[src/ext_pin_irq_pkg.sv]
// constants shared by the pin interrupt unit and its helpers
// assumes one 100 MHz clock and a byte-addressed 32-bit register port

package ext_pin_irq_pkg;

   // ==========================================================
   // sizes
   localparam int NUM_PINS   = 8;
   localparam int CFG_SLICE  = 4;
   localparam int CFG_FILT   = 3;

   // ==========================================================
   // byte offsets
   localparam logic [7:0] OFS_CTRL     = 8'h00;
   localparam logic [7:0] OFS_STATUS   = 8'h01;
   localparam logic [7:0] OFS_NMI_CTRL = 8'h02;
   localparam logic [7:0] OFS_NMI_FLAG = 8'h03;
   localparam logic [7:0] OFS_EVT_EN   = 8'h04;
   localparam logic [7:0] OFS_IRQ_CLR  = 8'h08;
   localparam logic [7:0] OFS_IRQ_SET  = 8'h0c;
   localparam logic [7:0] OFS_FLAGS    = 8'h10;
   localparam logic [7:0] OFS_WAKE     = 8'h14;
   localparam logic [7:0] OFS_PIN_CFG  = 8'h18;

   // ==========================================================
   // field positions
   localparam int CTRL_SOFT_RESET_BIT_BIT  = 0;
   localparam int CTRL_ENABLE_BIT = 1;
   localparam int STATUS_SYNC_BIT = 7;
   localparam int NMI_FLAG_BIT    = 0;

   // ==========================================================
   // reset values
   localparam logic [7:0]  RST_BYTE = 8'h00;
   localparam logic [31:0] RST_WORD = 32'h0000_0000;

   // ==========================================================
   // sense codes
   localparam logic [2:0] SENSE_NONE = 3'h0;
   localparam logic [2:0] SENSE_RISE = 3'h1;
   localparam logic [2:0] SENSE_FALL = 3'h2;
   localparam logic [2:0] SENSE_BOTH = 3'h3;
   localparam logic [2:0] SENSE_HIGH = 3'h4;
   localparam logic [2:0] SENSE_LOW  = 3'h5;

   // ==========================================================
   // timing
   localparam logic [1:0] SYNC_CYCLES = 2'h3;

endpackage

[src/pin_detect.sv]
// one pin: two-stage synchroniser, optional majority filter, sense decode
// assumes the pin is asynchronous to clk_i
`timescale 1ns/10ps

module pin_detect (
   // clock and reset
   input  wire logic       clk_i,
   input  wire logic       srst_i,
   // pin and configuration
   input  wire logic       pin_i,
   input  wire logic [2:0] sense_i,
   input  wire logic       filt_on_i,
   // detection
   output logic            hit_o,
   output logic            evt_o
);

   logic       meta_r;
   logic       sync_r;
   logic [1:0] hist_r;
   logic       prev_r;
   logic       hit_prev_r;
   wire  logic maj      = (sync_r & hist_r[0]) | (sync_r & hist_r[1]) | (hist_r[0] & hist_r[1]);
   wire  logic val      = filt_on_i ? maj : sync_r;
   wire  logic rise     = val & ~prev_r;
   wire  logic fall     = ~val & prev_r;
   wire  logic is_edge  = (sense_i == ext_pin_irq_pkg::SENSE_RISE) |
                          (sense_i == ext_pin_irq_pkg::SENSE_FALL) |
                          (sense_i == ext_pin_irq_pkg::SENSE_BOTH);

   always_ff @(posedge clk_i) begin
      if (srst_i) begin
         meta_r     <= 1'b0;
         sync_r     <= 1'b0;
         hist_r     <= 2'h0;
         prev_r     <= 1'b0;
         hit_prev_r <= 1'b0;
      end else begin
         meta_r     <= pin_i;
         sync_r     <= meta_r;
         hist_r     <= {hist_r[0], sync_r};
         prev_r     <= val;
         hit_prev_r <= hit_o;
      end
   end

   // reserved codes 6 and 7 detect nothing
   always_comb begin
      unique case (sense_i)
         ext_pin_irq_pkg::SENSE_RISE: hit_o = rise;
         ext_pin_irq_pkg::SENSE_FALL: hit_o = fall;
         ext_pin_irq_pkg::SENSE_BOTH: hit_o = rise | fall;
         ext_pin_irq_pkg::SENSE_HIGH: hit_o = val;
         ext_pin_irq_pkg::SENSE_LOW:  hit_o = ~val;
         default:                     hit_o = 1'b0;
      endcase
   end

   // a level match gives one event at its onset only
   assign evt_o = is_edge ? hit_o : (hit_o & ~hit_prev_r);

   property p_none_quiet;
      @(posedge clk_i) disable iff (srst_i)
      (sense_i == ext_pin_irq_pkg::SENSE_NONE) |-> !hit_o;
   endproperty
   a_none_quiet: assert property (p_none_quiet) else $error("hit with sense none");

   property p_majority;
      @(posedge clk_i) disable iff (srst_i)
      (filt_on_i && sync_r && hist_r[0]) |=> prev_r;
   endproperty
   a_majority: assert property (p_majority) else $error("filter lost majority");

endmodule

[src/sync_track.sv]
// busy tracker standing in for the cross-domain write handshake
// assumes start_i is a one-cycle pulse accepted only while idle
`timescale 1ns/10ps

module sync_track (
   // clock and reset
   input  wire logic clk_i,
   input  wire logic srst_i,
   // handshake
   input  wire logic start_i,
   output logic      busy_o,
   output logic      done_o
);

   logic       busy_r;
   logic [1:0] cnt_r;
   wire  logic last = busy_r & (cnt_r == ext_pin_irq_pkg::SYNC_CYCLES);

   always_ff @(posedge clk_i) begin
      if (srst_i) begin
         busy_r <= 1'b0;
         cnt_r  <= 2'h0;
      end else if (start_i) begin
         busy_r <= 1'b1;
         cnt_r  <= 2'h1;
      end else if (last) begin
         busy_r <= 1'b0;
         cnt_r  <= 2'h0;
      end else if (busy_r) begin
         cnt_r  <= cnt_r + 2'h1;
      end
   end

   assign busy_o = busy_r;
   assign done_o = last;

endmodule

[src/ext_pin_irq_unit.sv]
// external pin interrupt unit: registers, flags, events, wake and sync control
// assumes a byte-addressed 32-bit register port with byte enables, one clock
`timescale 1ns/10ps

module ext_pin_irq_unit (
   // clock and reset
   input  wire logic        clk_i,
   input  wire logic        srst_i,
   // register port
   input  wire logic        req_i,
   input  wire logic        wr_i,
   input  wire logic [7:0]  addr_i,
   input  wire logic [3:0]  be_i,
   input  wire logic [31:0] wdata_i,
   output logic             ready_o,
   output logic             rvalid_o,
   output logic [31:0]      rdata_o,
   // system
   input  wire logic        access_guard_i,
   input  wire logic        sleep_i,
   // pins
   input  wire logic [7:0]  ext_irq_pin_i,
   input  wire logic        nmi_pin_i,
   // requests and events
   output logic             irq_o,
   output logic             nmi_irq_o,
   output logic [7:0]       evt_o,
   output logic             wake_o
);

   // ==========================================================
   // state
   logic        soft_reset_bit_r;
   logic        enable_r;
   logic        enable_eff_r;
   logic [3:0]  nmi_ctrl_r;
   logic        nmi_flag_r;
   logic [7:0]  evt_en_r;
   logic [7:0]  irq_en_r;
   logic [7:0]  flags_r;
   logic [7:0]  wake_en_r;
   logic [31:0] cfg_r;
   logic [7:0]  hit_evt_r;
   logic        wake_r;
   logic        rvalid_r;
   logic [31:0] rdata_r;
   logic [7:0]  hit;
   logic [7:0]  pin_evt;
   logic        nmi_hit;
   logic        sync_busy;
   logic        sync_done;

   // ==========================================================
   // decode
   wire logic [5:0] word   = addr_i[7:2];
   wire logic sel_ctrl     = word == ext_pin_irq_pkg::OFS_CTRL[7:2];
   wire logic sel_evt      = word == ext_pin_irq_pkg::OFS_EVT_EN[7:2];
   wire logic sel_clr      = word == ext_pin_irq_pkg::OFS_IRQ_CLR[7:2];
   wire logic sel_set      = word == ext_pin_irq_pkg::OFS_IRQ_SET[7:2];
   wire logic sel_flags    = word == ext_pin_irq_pkg::OFS_FLAGS[7:2];
   wire logic sel_wake     = word == ext_pin_irq_pkg::OFS_WAKE[7:2];
   wire logic sel_cfg      = word == ext_pin_irq_pkg::OFS_PIN_CFG[7:2];
   // status, nmi control and nmi flag share the control word on lanes 1..3
   wire logic ctrl_touch   = req_i & wr_i & sel_ctrl & be_i[0];
   // only the control byte can hold the bus; status and the rest never stall
   assign ready_o          = ~(ctrl_touch & sync_busy);
   wire logic wr_acc       = req_i & wr_i & ready_o;
   wire logic rd_acc       = req_i & ~wr_i;
   wire logic guard_ok     = ~access_guard_i;
   wire logic disabled     = ~enable_r & ~enable_eff_r;
   wire logic ctrl_wr      = wr_acc & sel_ctrl & be_i[0] & guard_ok;
   wire logic sw_req       = ctrl_wr & wdata_i[ext_pin_irq_pkg::CTRL_SOFT_RESET_BIT_BIT];
   wire logic keep         = ~sw_req;
   wire logic en_wr        = ctrl_wr & keep;
   wire logic sync_start   = sw_req | en_wr;
   wire logic nmi_ctrl_wr  = wr_acc & sel_ctrl & be_i[2] & guard_ok & disabled & keep;
   // the flag registers are never guarded
   wire logic nmi_clr      = wr_acc & sel_ctrl & be_i[3] & keep &
                             wdata_i[24 + ext_pin_irq_pkg::NMI_FLAG_BIT];
   wire logic evt_wr       = wr_acc & sel_evt & be_i[0] & guard_ok & disabled;
   wire logic clr_wr       = wr_acc & sel_clr & be_i[0] & guard_ok;
   wire logic set_wr       = wr_acc & sel_set & be_i[0] & guard_ok;
   wire logic flag_wr      = wr_acc & sel_flags & be_i[0];
   wire logic wake_wr      = wr_acc & sel_wake & be_i[0] & guard_ok & disabled;
   wire logic cfg_ok       = wr_acc & sel_cfg & guard_ok & disabled;
   wire logic soft_clr     = sync_done & soft_reset_bit_r;
   wire logic wipe         = srst_i | soft_clr;
   wire logic [7:0] hit_g  = hit & {8{enable_eff_r}};
   wire logic [7:0] flag_clr = flag_wr ? wdata_i[7:0] : 8'h00;
   // a pin event in the clearing cycle survives
   wire logic [7:0] flags_nxt = (flags_r & ~flag_clr) | hit_g;
   wire logic [7:0] irq_en_nxt = (irq_en_r & ~(clr_wr ? wdata_i[7:0] : 8'h00))
                                | (set_wr ? wdata_i[7:0] : 8'h00);
   wire logic nmi_flag_nxt = (nmi_flag_r & ~nmi_clr) | nmi_hit;

   // ==========================================================
   // helpers
   sync_track u_sync (
      .clk_i   (clk_i),
      .srst_i  (srst_i),
      .start_i (sync_start),
      .busy_o  (sync_busy),
      .done_o  (sync_done)
   );

   genvar gi;
   generate
      for (gi = 0; gi < ext_pin_irq_pkg::NUM_PINS; gi++) begin : g_pin
         pin_detect u_det (
            .clk_i     (clk_i),
            .srst_i    (srst_i),
            .pin_i     (ext_irq_pin_i[gi]),
            .sense_i   (cfg_r[gi*ext_pin_irq_pkg::CFG_SLICE +: 3]),
            .filt_on_i (cfg_r[gi*ext_pin_irq_pkg::CFG_SLICE + ext_pin_irq_pkg::CFG_FILT]),
            .hit_o     (hit[gi]),
            .evt_o     (pin_evt[gi])
         );
      end
      for (gi = 0; gi < 4; gi++) begin : g_cfg
         always_ff @(posedge clk_i) begin
            if (wipe) begin
               cfg_r[gi*8 +: 8] <= ext_pin_irq_pkg::RST_BYTE;
            end else if (cfg_ok & be_i[gi]) begin
               cfg_r[gi*8 +: 8] <= wdata_i[gi*8 +: 8];
            end
         end
      end
   endgenerate

   // nmi detection ignores the enable bit
   pin_detect u_nmi (
      .clk_i     (clk_i),
      .srst_i    (srst_i),
      .pin_i     (nmi_pin_i),
      .sense_i   (nmi_ctrl_r[2:0]),
      .filt_on_i (nmi_ctrl_r[3]),
      .hit_o     (nmi_hit),
      .evt_o     ()
   );

   // ==========================================================
   // control
   always_ff @(posedge clk_i) begin
      if (wipe) begin
         soft_reset_bit_r      <= 1'b0;
         enable_r     <= 1'b0;
         enable_eff_r <= 1'b0;
      end else begin
         if (sw_req) begin
            soft_reset_bit_r <= 1'b1;
         end
         if (en_wr) begin
            enable_r <= wdata_i[ext_pin_irq_pkg::CTRL_ENABLE_BIT];
         end
         if (sync_done) begin
            enable_eff_r <= enable_r;
         end
      end
   end

   // ==========================================================
   // registers
   always_ff @(posedge clk_i) begin
      if (wipe) begin
         nmi_ctrl_r <= 4'h0;
         nmi_flag_r <= 1'b0;
         evt_en_r   <= ext_pin_irq_pkg::RST_BYTE;
         irq_en_r   <= ext_pin_irq_pkg::RST_BYTE;
         flags_r    <= ext_pin_irq_pkg::RST_BYTE;
         wake_en_r  <= ext_pin_irq_pkg::RST_BYTE;
      end else begin
         if (nmi_ctrl_wr) begin
            nmi_ctrl_r <= wdata_i[19:16];
         end
         if (evt_wr) begin
            evt_en_r <= wdata_i[7:0];
         end
         if (wake_wr) begin
            wake_en_r <= wdata_i[7:0];
         end
         nmi_flag_r <= nmi_flag_nxt;
         irq_en_r   <= irq_en_nxt;
         flags_r    <= flags_nxt;
      end
   end

   // ==========================================================
   // outputs
   always_ff @(posedge clk_i) begin
      if (wipe) begin
         hit_evt_r <= ext_pin_irq_pkg::RST_BYTE;
         wake_r    <= 1'b0;
      end else begin
         hit_evt_r <= pin_evt & {8{enable_eff_r}} & evt_en_r;
         wake_r    <= sleep_i & (|(hit_g & wake_en_r));
      end
   end

   assign evt_o     = hit_evt_r;
   assign wake_o    = wake_r;
   assign irq_o     = |(flags_r & irq_en_r);
   assign nmi_irq_o = nmi_flag_r;

   // ==========================================================
   // read side
   // reserved bits are tied to zero in the assembled words
   wire logic [31:0] word0 = {7'h00, nmi_flag_r, 4'h0, nmi_ctrl_r,
                              sync_busy, 7'h00, 6'h00, enable_r, soft_reset_bit_r};
   wire logic [7:0] low8 = sel_evt ? evt_en_r :
                           (sel_clr | sel_set) ? irq_en_r :
                           sel_flags ? flags_r :
                           sel_wake ? wake_en_r : 8'h00;
   // unmapped words read as zero
   wire logic [31:0] rd_word = sel_ctrl ? word0 : sel_cfg ? cfg_r : {24'h000000, low8};
   wire logic [31:0] lane_mask = {{8{be_i[3]}}, {8{be_i[2]}}, {8{be_i[1]}}, {8{be_i[0]}}};

   always_ff @(posedge clk_i) begin
      if (srst_i) begin
         rvalid_r <= 1'b0;
         rdata_r  <= ext_pin_irq_pkg::RST_WORD;
      end else begin
         rvalid_r <= rd_acc;
         if (rd_acc) begin
            rdata_r <= rd_word & lane_mask;
         end
      end
   end

   assign rvalid_o = rvalid_r;
   assign rdata_o  = rdata_r;

   // ==========================================================
   // checks
   property p_evt_needs_en;
      @(posedge clk_i) disable iff (srst_i)
      (evt_o != 8'h00) |-> ((evt_o & $past(evt_en_r)) == evt_o);
   endproperty
   a_evt_needs_en: assert property (p_evt_needs_en) else $error("event without enable");

   property p_evt_en_wr;
      @(posedge clk_i) disable iff (srst_i)
      (evt_wr && !soft_clr) |=> (evt_en_r == $past(wdata_i[7:0]));
   endproperty
   a_evt_en_wr: assert property (p_evt_en_wr) else $error("event enable not written");

   property p_wake;
      @(posedge clk_i) disable iff (srst_i)
      wake_o |-> ($past(sleep_i) && ($past(hit_g & wake_en_r) != 8'h00));
   endproperty
   a_wake: assert property (p_wake) else $error("wake without enabled match");

   property p_busy_window;
      @(posedge clk_i) disable iff (srst_i)
      sync_start |=> sync_busy ##[1:4] !sync_busy;
   endproperty
   a_busy_window: assert property (p_busy_window) else $error("sync_pending timing");

   property p_stall_bounded;
      @(posedge clk_i) disable iff (srst_i)
      !ready_o |-> (sync_busy && ctrl_touch) ##[1:5] ready_o;
   endproperty
   a_stall_bounded: assert property (p_stall_bounded) else $error("bad bus stall");

   property p_enable_late;
      @(posedge clk_i) disable iff (srst_i)
      (en_wr && (wdata_i[1] != enable_eff_r)) |=> (enable_eff_r != enable_r) [*2];
   endproperty
   a_enable_late: assert property (p_enable_late) else $error("enable too early");

   property p_soft_reset;
      @(posedge clk_i) disable iff (srst_i)
      soft_clr |=> (!soft_reset_bit_r && !sync_busy && !enable_eff_r && flags_r == 8'h00);
   endproperty
   a_soft_reset: assert property (p_soft_reset) else $error("soft reset late");

   property p_discard;
      @(posedge clk_i) disable iff (srst_i)
      sw_req |=> (enable_r == $past(enable_r) && nmi_ctrl_r == $past(nmi_ctrl_r));
   endproperty
   a_discard: assert property (p_discard) else $error("soft reset write kept bits");

   property p_guard;
      @(posedge clk_i) disable iff (srst_i)
      (access_guard_i && !soft_clr) |=>
         (wake_en_r == $past(wake_en_r) && irq_en_r == $past(irq_en_r));
   endproperty
   a_guard: assert property (p_guard) else $error("guarded write accepted");

   property p_enprot;
      @(posedge clk_i) disable iff (srst_i)
      ((enable_r || enable_eff_r) && !soft_clr) |=> (cfg_r == $past(cfg_r));
   endproperty
   a_enprot: assert property (p_enprot) else $error("config written while enabled");

   property p_set_wins;
      @(posedge clk_i) disable iff (srst_i)
      // any pin, so the level pins of the bench reach it during flag clears
      ((hit_g != 8'h00) && !soft_clr) |=>
         (((flags_r & $past(hit_g)) == $past(hit_g)) &&
          (irq_o || ((irq_en_r & $past(hit_g)) == 8'h00)));
   endproperty
   a_set_wins: assert property (p_set_wins) else $error("flag event lost");

endmodule

[config.mk]
export PLATFORM = sky130hd
export DESIGN_NAME = ext_pin_irq_unit
export DESIGN_NICKNAME = d
export VERILOG_FILES = /design/src/ext_pin_irq_pkg.sv /design/src/pin_detect.sv /design/src/sync_track.sv /design/src/ext_pin_irq_unit.sv
export SDC_FILE = /design/constraint.sdc
export NUM_CORES = 1
export LEC_CHECK = 0
export BUFFER_PORTS_ARGS = -buffer_cell sky130_fd_sc_hd__buf_2
export CAP_MARGIN = 20
export CORE_MARGIN = 3
export CORE_UTILIZATION = 55
export DETAILED_ROUTE_END_ITERATION = 10
export GPL_TIMING_DRIVEN = 0
export PLACE_DENSITY = 0.75
export SYNTH_ARGS = -nofsm -noshare
export SYNTH_HDL_FRONTEND = slang
export SYNTH_HIERARCHICAL = 1
export SYNTH_SLANG_ARGS = --single-unit
[constraint.sdc]
create_clock -name clk_i -period 5.85 [get_ports clk_i]
set_clock_uncertainty 0.05 [all_clocks]
set_input_delay 0.2925 -clock clk_i [delete_from_list [all_inputs] [get_ports clk_i]]
set_output_delay 0.2925 -clock clk_i [all_outputs]
set_load 0.1 [all_outputs]
* After elaboration in Yosys (flattened, before gate mapping)
Index checks and enable logic that the tools add are counted.
** Word-level totals
- Bits in registers :: 170
- Input port bits :: 59
- Logic and storage cells :: 354
** Cells by class
- Add/subtract/negate cells :: 1
- Equal/unequal tests :: 52
- Muxes and demuxes :: 40
- Bitwise logic cells :: 191
- Reductions and logical operators :: 6
** Operators with widths (count)
- AND 1 bit :: 99
- two-way mux 32 bit :: 2
- AND 8 bit :: 7
- two-way mux 8 bit :: 7
- equality test 3 x 2 -> 1 bit, second input constant :: 18
- equality test 3 bit, second input constant :: 18
- bitwise OR 1 bit :: 47
- case mux 1 bit (5 select lines) :: 9
- inverter 1 bit :: 33
- AND 32 bit :: 1
- equality test 3 x 1 -> 1 bit, second input constant :: 9
- two-way mux 1 bit :: 22
- equality test 6 x 3 -> 1 bit, second input constant :: 3
- inverter 8 bit :: 2
- bitwise OR 8 bit :: 2
- OR reduction 8 bit :: 2
- equality test 6 x 2 -> 1 bit, second input constant :: 2
- equality test 6 x 1 -> 1 bit, second input constant :: 1
- logical NOT 6 bit :: 1
- nonzero test 3 bit :: 1
- OR reduction 3 bit :: 1
- adder 2 x 1 -> 2 bit, second input constant :: 1
- equality test 2 bit, second input constant :: 1
- nonzero test 2 bit :: 1

* Logic depth before layout (Yosys ltp)
- Word-level depth :: 16
- Gate-level depth with buffers :: 11
- Depth with buffers taken out :: 11

* Modules after synthesis
Netlist, hierarchy kept.
** Modules (own cells, without submodules)
- ext_pin_irq_unit :: times used 1, cells an instance 537, area each 4774.6 um^2, seq. area each 2282.2 um^2
- pin_detect :: times used 9, cells an instance 34, area each 327.8 um^2, seq. area each 120.1 um^2
- sync_track :: times used 1, cells an instance 14, area each 137.6 um^2, seq. area each 60.1 um^2

* Least setup slack after synthesis
No wires, ideal clock.
- Kind :: reg-to-reg
- From :: register cfg_r[23]
- To :: register wake_r (netlist: wake_o)
- Library setup time :: 127 ps
- Data arrival time :: 2069 ps
- Data required time :: 5673 ps
- Slack :: 3604 ps
- Cell stages (with the launch flop) :: 12
- Path buffers :: 0
- Clock period less this slack :: 2246 ps
- Cell sequence :: dfxtp_1 -> a21o_1 -> a22oi_1 -> inv_1 -> ha_1 -> a211o_1 -> o31a_1 -> nand3b_2 -> nor2_1 -> a22o_1 -> a221oi_1 -> a31oi_1
** On the way
- Cells in the longest elaborated chain, start to end :: 9
- Elaborated cells between the ends (all ways) :: 10
- Those cells by class :: 2 x mux; 7 x bitwise; 1 x reduce/logical
** RTL lines
- from (decl) :: RTL line ext_pin_irq_unit.sv:42 : logic [31:0] cfg_r;
- from (signal, indexed assignment) :: RTL line ext_pin_irq_unit.sv:122 : cfg_r[gi*8 +: 8] <= ext_pin_irq_pkg::RST_BYTE;
- from (signal, indexed assignment) :: RTL line ext_pin_irq_unit.sv:124 : cfg_r[gi*8 +: 8] <= wdata_i[gi*8 +: 8];
- two-way mux 1 bit (*) :: RTL line pin_detect.sv:24 : wire logic val = filt_on_i ? maj : sync_r;
- named net g_pin[5].u_det.val :: RTL line pin_detect.sv:24
- inverter 1 bit :: RTL line pin_detect.sv:26, pin_detect.sv:54
- AND 1 bit :: RTL line pin_detect.sv:26 : wire logic fall = ~val & prev_r;
- bitwise OR 1 bit :: RTL line pin_detect.sv:52 : ext_pin_irq_pkg::SENSE_BOTH: hit_o = rise | fall;
- case mux 1 bit (5 select lines) (*) :: RTL line pin_detect.sv:49 : unique case (sense_i)
- named net hit[5] :: RTL line ext_pin_irq_unit.sv:47 : logic [7:0] hit;
- AND 8 bit (*) :: RTL line ext_pin_irq_unit.sv:88 : wire logic [7:0] hit_g = hit & {8{enable_eff_r}};
- AND 8 bit (*) :: RTL line ext_pin_irq_unit.sv:195 : wake_r <= sleep_i & (|(hit_g & wake_en_r));
- OR reduction 8 bit (*) :: RTL line ext_pin_irq_unit.sv:195
- AND 1 bit (*) :: RTL line ext_pin_irq_unit.sv:195
- to (signal assigned) :: RTL line ext_pin_irq_unit.sv:195
- to (decl) :: RTL line ext_pin_irq_unit.sv:44 : logic wake_r;
The timed path passes the listed nets; every way through them passes the cells marked *.
A chain may end at the register's enable or synchronous reset.

* Final worst setup path
Ends and elaborated chain as after synthesis.

==> flow_metrics.py <==
metrics = {
    "run_status": {
        "status": "completed",
    },
    "route": {
        "ant_nets": 0,
        "avgViaCountPerCell": 5.88,
        "firstDrtPassIters": 6,
        "num_vias": 6820,
        "remaining_drc_errors": 0,
        "initialDrtViolationCount": 726,
        "wl_per_cell_um": 17.8,
        "wirelength_um": 20600,
    },
    "timing": {
        "slew_viol_final": 0,
        "setup_violations": 0,
        "hold_violations": 0,
        "fin_crit_ps": 2720,
        "slew_headroom_pct": 29.3,
        "finalSetupTns_ps": 0,
        "rsz0062_at_grt": "false",
        "worstMarginPinSlew_ps": 1050,
        "fin_crit_sh_pct": 46.5,
        "setup_slack_ps": 3130,
        "max_freq_mhz": 367,
    },
    "setup_path": {
        "r2r_slack_ps": 3130,
        "cp_slowest_cell": "dfxtp_1",
        "crit_chain": "a21o_1 -> a22oi_1 -> inv_1 -> ha_1 -> a211o_1 -> o31a_1 -> nand3b_2 -> nor2_1 -> a22o_1 -> a221oi_1 -> a31oi_1",
        "slowest_delay_ps": 360,
        "cp_max_fo": 4,
        "crit_arrival_ps": 2960,
        "crit_required_ps": 6090,
        "critPathKind": "flop to flop",
        "startpoint_type": "flop",
        "critPathCaptureType": "flop",
    },
    "cts": {
        "tritoncts": "yes",
        "cts_setup_buffers": 0,
        "cts_hold_buf": 0,
        "clock_insertion_delay_worst_skew_ps": 430,
        "clkTransAtPathRegs_ps": 70,
        "cts-resized-gates": 0,
        "cts_buffers": 17,
        "root_buffer": "clkbuf_16",
        "cts_sinks": 170,
        "cts_buffer_depth": 2,
        "ctsHtreeMaxLevel": 4,
    },
    "job": {
        "drv_cap": 0,
    },
    "power_and_ir_drop": {
        "p_leak_nw": 3.88,
        "power_switching_mw": 0.573,
        "pwr-share-comb_pct": 5.3,
        "powerDensity_nw_per_um2": 270,
        "switching_share_pct": 23.2,
        "power.internal_mw": 1.90,
        "seq_power_share_pct": 47.6,
        "vdd_drop_max_mv": 0.231,
        "clockPowerShare_pct": 47.2,
        "p_total_mw": 2.47,
    },
    "finish": {
        "multi_input_area_um2": 3960,
        "layout.cell_area.non_filler_um2": 9160,
        "fillers": 1149,
        "final_common_cell": "dfxtp_1",
        "drive_above_1_share_pct": 20.8,
        "antenna_cells": 0,
        "seq_area_um2": 3400,
        "final_cell_mix": "dfxtp_1, buf_2, nor2_1",
        "area_growth_pct": 17.1,
        "nNetsFinal": 1049,
    },
    "floorplanning": {
        "row_count": 42,
        "initial_core_util_pct": 57.7,
        "die-width_um": 125,
        "dieArea_um2": 15700,
        "die_h_um": 125,
        "io_pins": 104,
        "core_region_area_um2": 13600,
    },
    "placement": {
        "place.gp.congestion": 0.899,
        "dpl-instance-area_um2": 8550,
        "pre_cts_slack_ps": 3250,
        "port-buffer-count": 98,
        "hpwl_um": 14800,
    },
    "global_route": {
        "grt.total_usage_pct": 26.1,
        "antenna_found_initial": 0,
        "grt_pass1_wl_um": 33000,
        "grt_max_degree": 45,
        "grt_pass1_vias": 6331,
        "globalRouteOverflowTotal": 0,
    },
    "hold_path": {
        "min_path_type": "input port to flop",
    },
    "synth": {
        "syn_nets": 931,
        "synth_area_um2": 7820,
        "syn_inst": 853,
        "syn_area_per_cell_um2": 9.17,
        "yosysWarnings": 6,
    },
}
-- critical path: cells and delay by family (launching register included) --
family / cells / cell delay [ps]
DFF: 1 / 360
buffers and inverters: 1 / 90
adders and majority gates: 1 / 190
and+or+nand+nor: 2 / 200
AOI/OAI and AO/OA: 7 / 1680
-- sequential cells by signal, indices dropped and copies added, names as in the netlist, 2 cells and up --
signal / count
cfg_r: 32
evt_en_r: 8
evt_o: 8
flags_r: 8
g_pin.u_det/hist_r: 16
g_pin.u_det/hit_prev_r: 8
g_pin.u_det/meta_r: 8
g_pin.u_det/prev_r: 8
g_pin.u_det/sync_r: 8
irq_en_r: 8
nmi_ctrl_r: 4
rdata_o: 32
u_nmi/hist_r: 2
u_sync/cnt_r: 2
wake_en_r: 8
-- final timing paths --
| check | start | to | cells after the start |
|---|---|---|---|
| max | cfg_r[23]$_SDFFE_PP0P_ | wake_o$_SDFF_PP0_ | 11 |
| min | ext_irq_pin_i[7] | g_pin[7].u_det/meta_r$_SDFF_PP0_ | 2 |
| max reg2reg | cfg_r[23]$_SDFFE_PP0P_ | wake_o$_SDFF_PP0_ | 11 |
| min reg2reg | g_pin[1].u_det/meta_r$_SDFF_PP0_ | g_pin[1].u_det/sync_r$_SDFF_PP0_ | 1 |
-- layer usage --
layer  wire length, um  part of all wire (%)  GRT usage [%]  up-vias
met5                 0                     0              0        -
met4               369                   1.8           8.04        0
met3              1390                   6.7           5.97       36
met2              9440                    46           40.7      254
met1              9440                    46           36.2     3216
li1                  -                     -              -     3314
-- metrics by stage --
step                std cells  util, %  hold WS (ps)
CTS                      1160     67.6          4.04
global route             1160     67.6          10.4
finish                   1160     67.6          15.4
global placement         1127     62.9           367
detailed placement       1128     63.1           374
floorplan                 853        -           312
-- final cells by class --
type	instances	area share, %
multi-input cells	586	43.2
flip-flops and latches	170	37.2
repair buffers	99	5.57
clock buffers	19	4.84
plain buffers	44	2.87
well taps	176	2.40
inverters	53	2.17
clock inverters	13	1.82
-- power by group through the flow --
stage               clock, mW  combinational, mW  sequential, mW
floorplan                   0             0.0645            1.20
global placement            0              0.123            1.20
detailed placement          0              0.126            1.20
CTS                      1.18              0.128            1.18
global route             1.23              0.141            1.18
finish                   1.17              0.130            1.18
No activity file was read; power rests on OpenSTA's default activity.
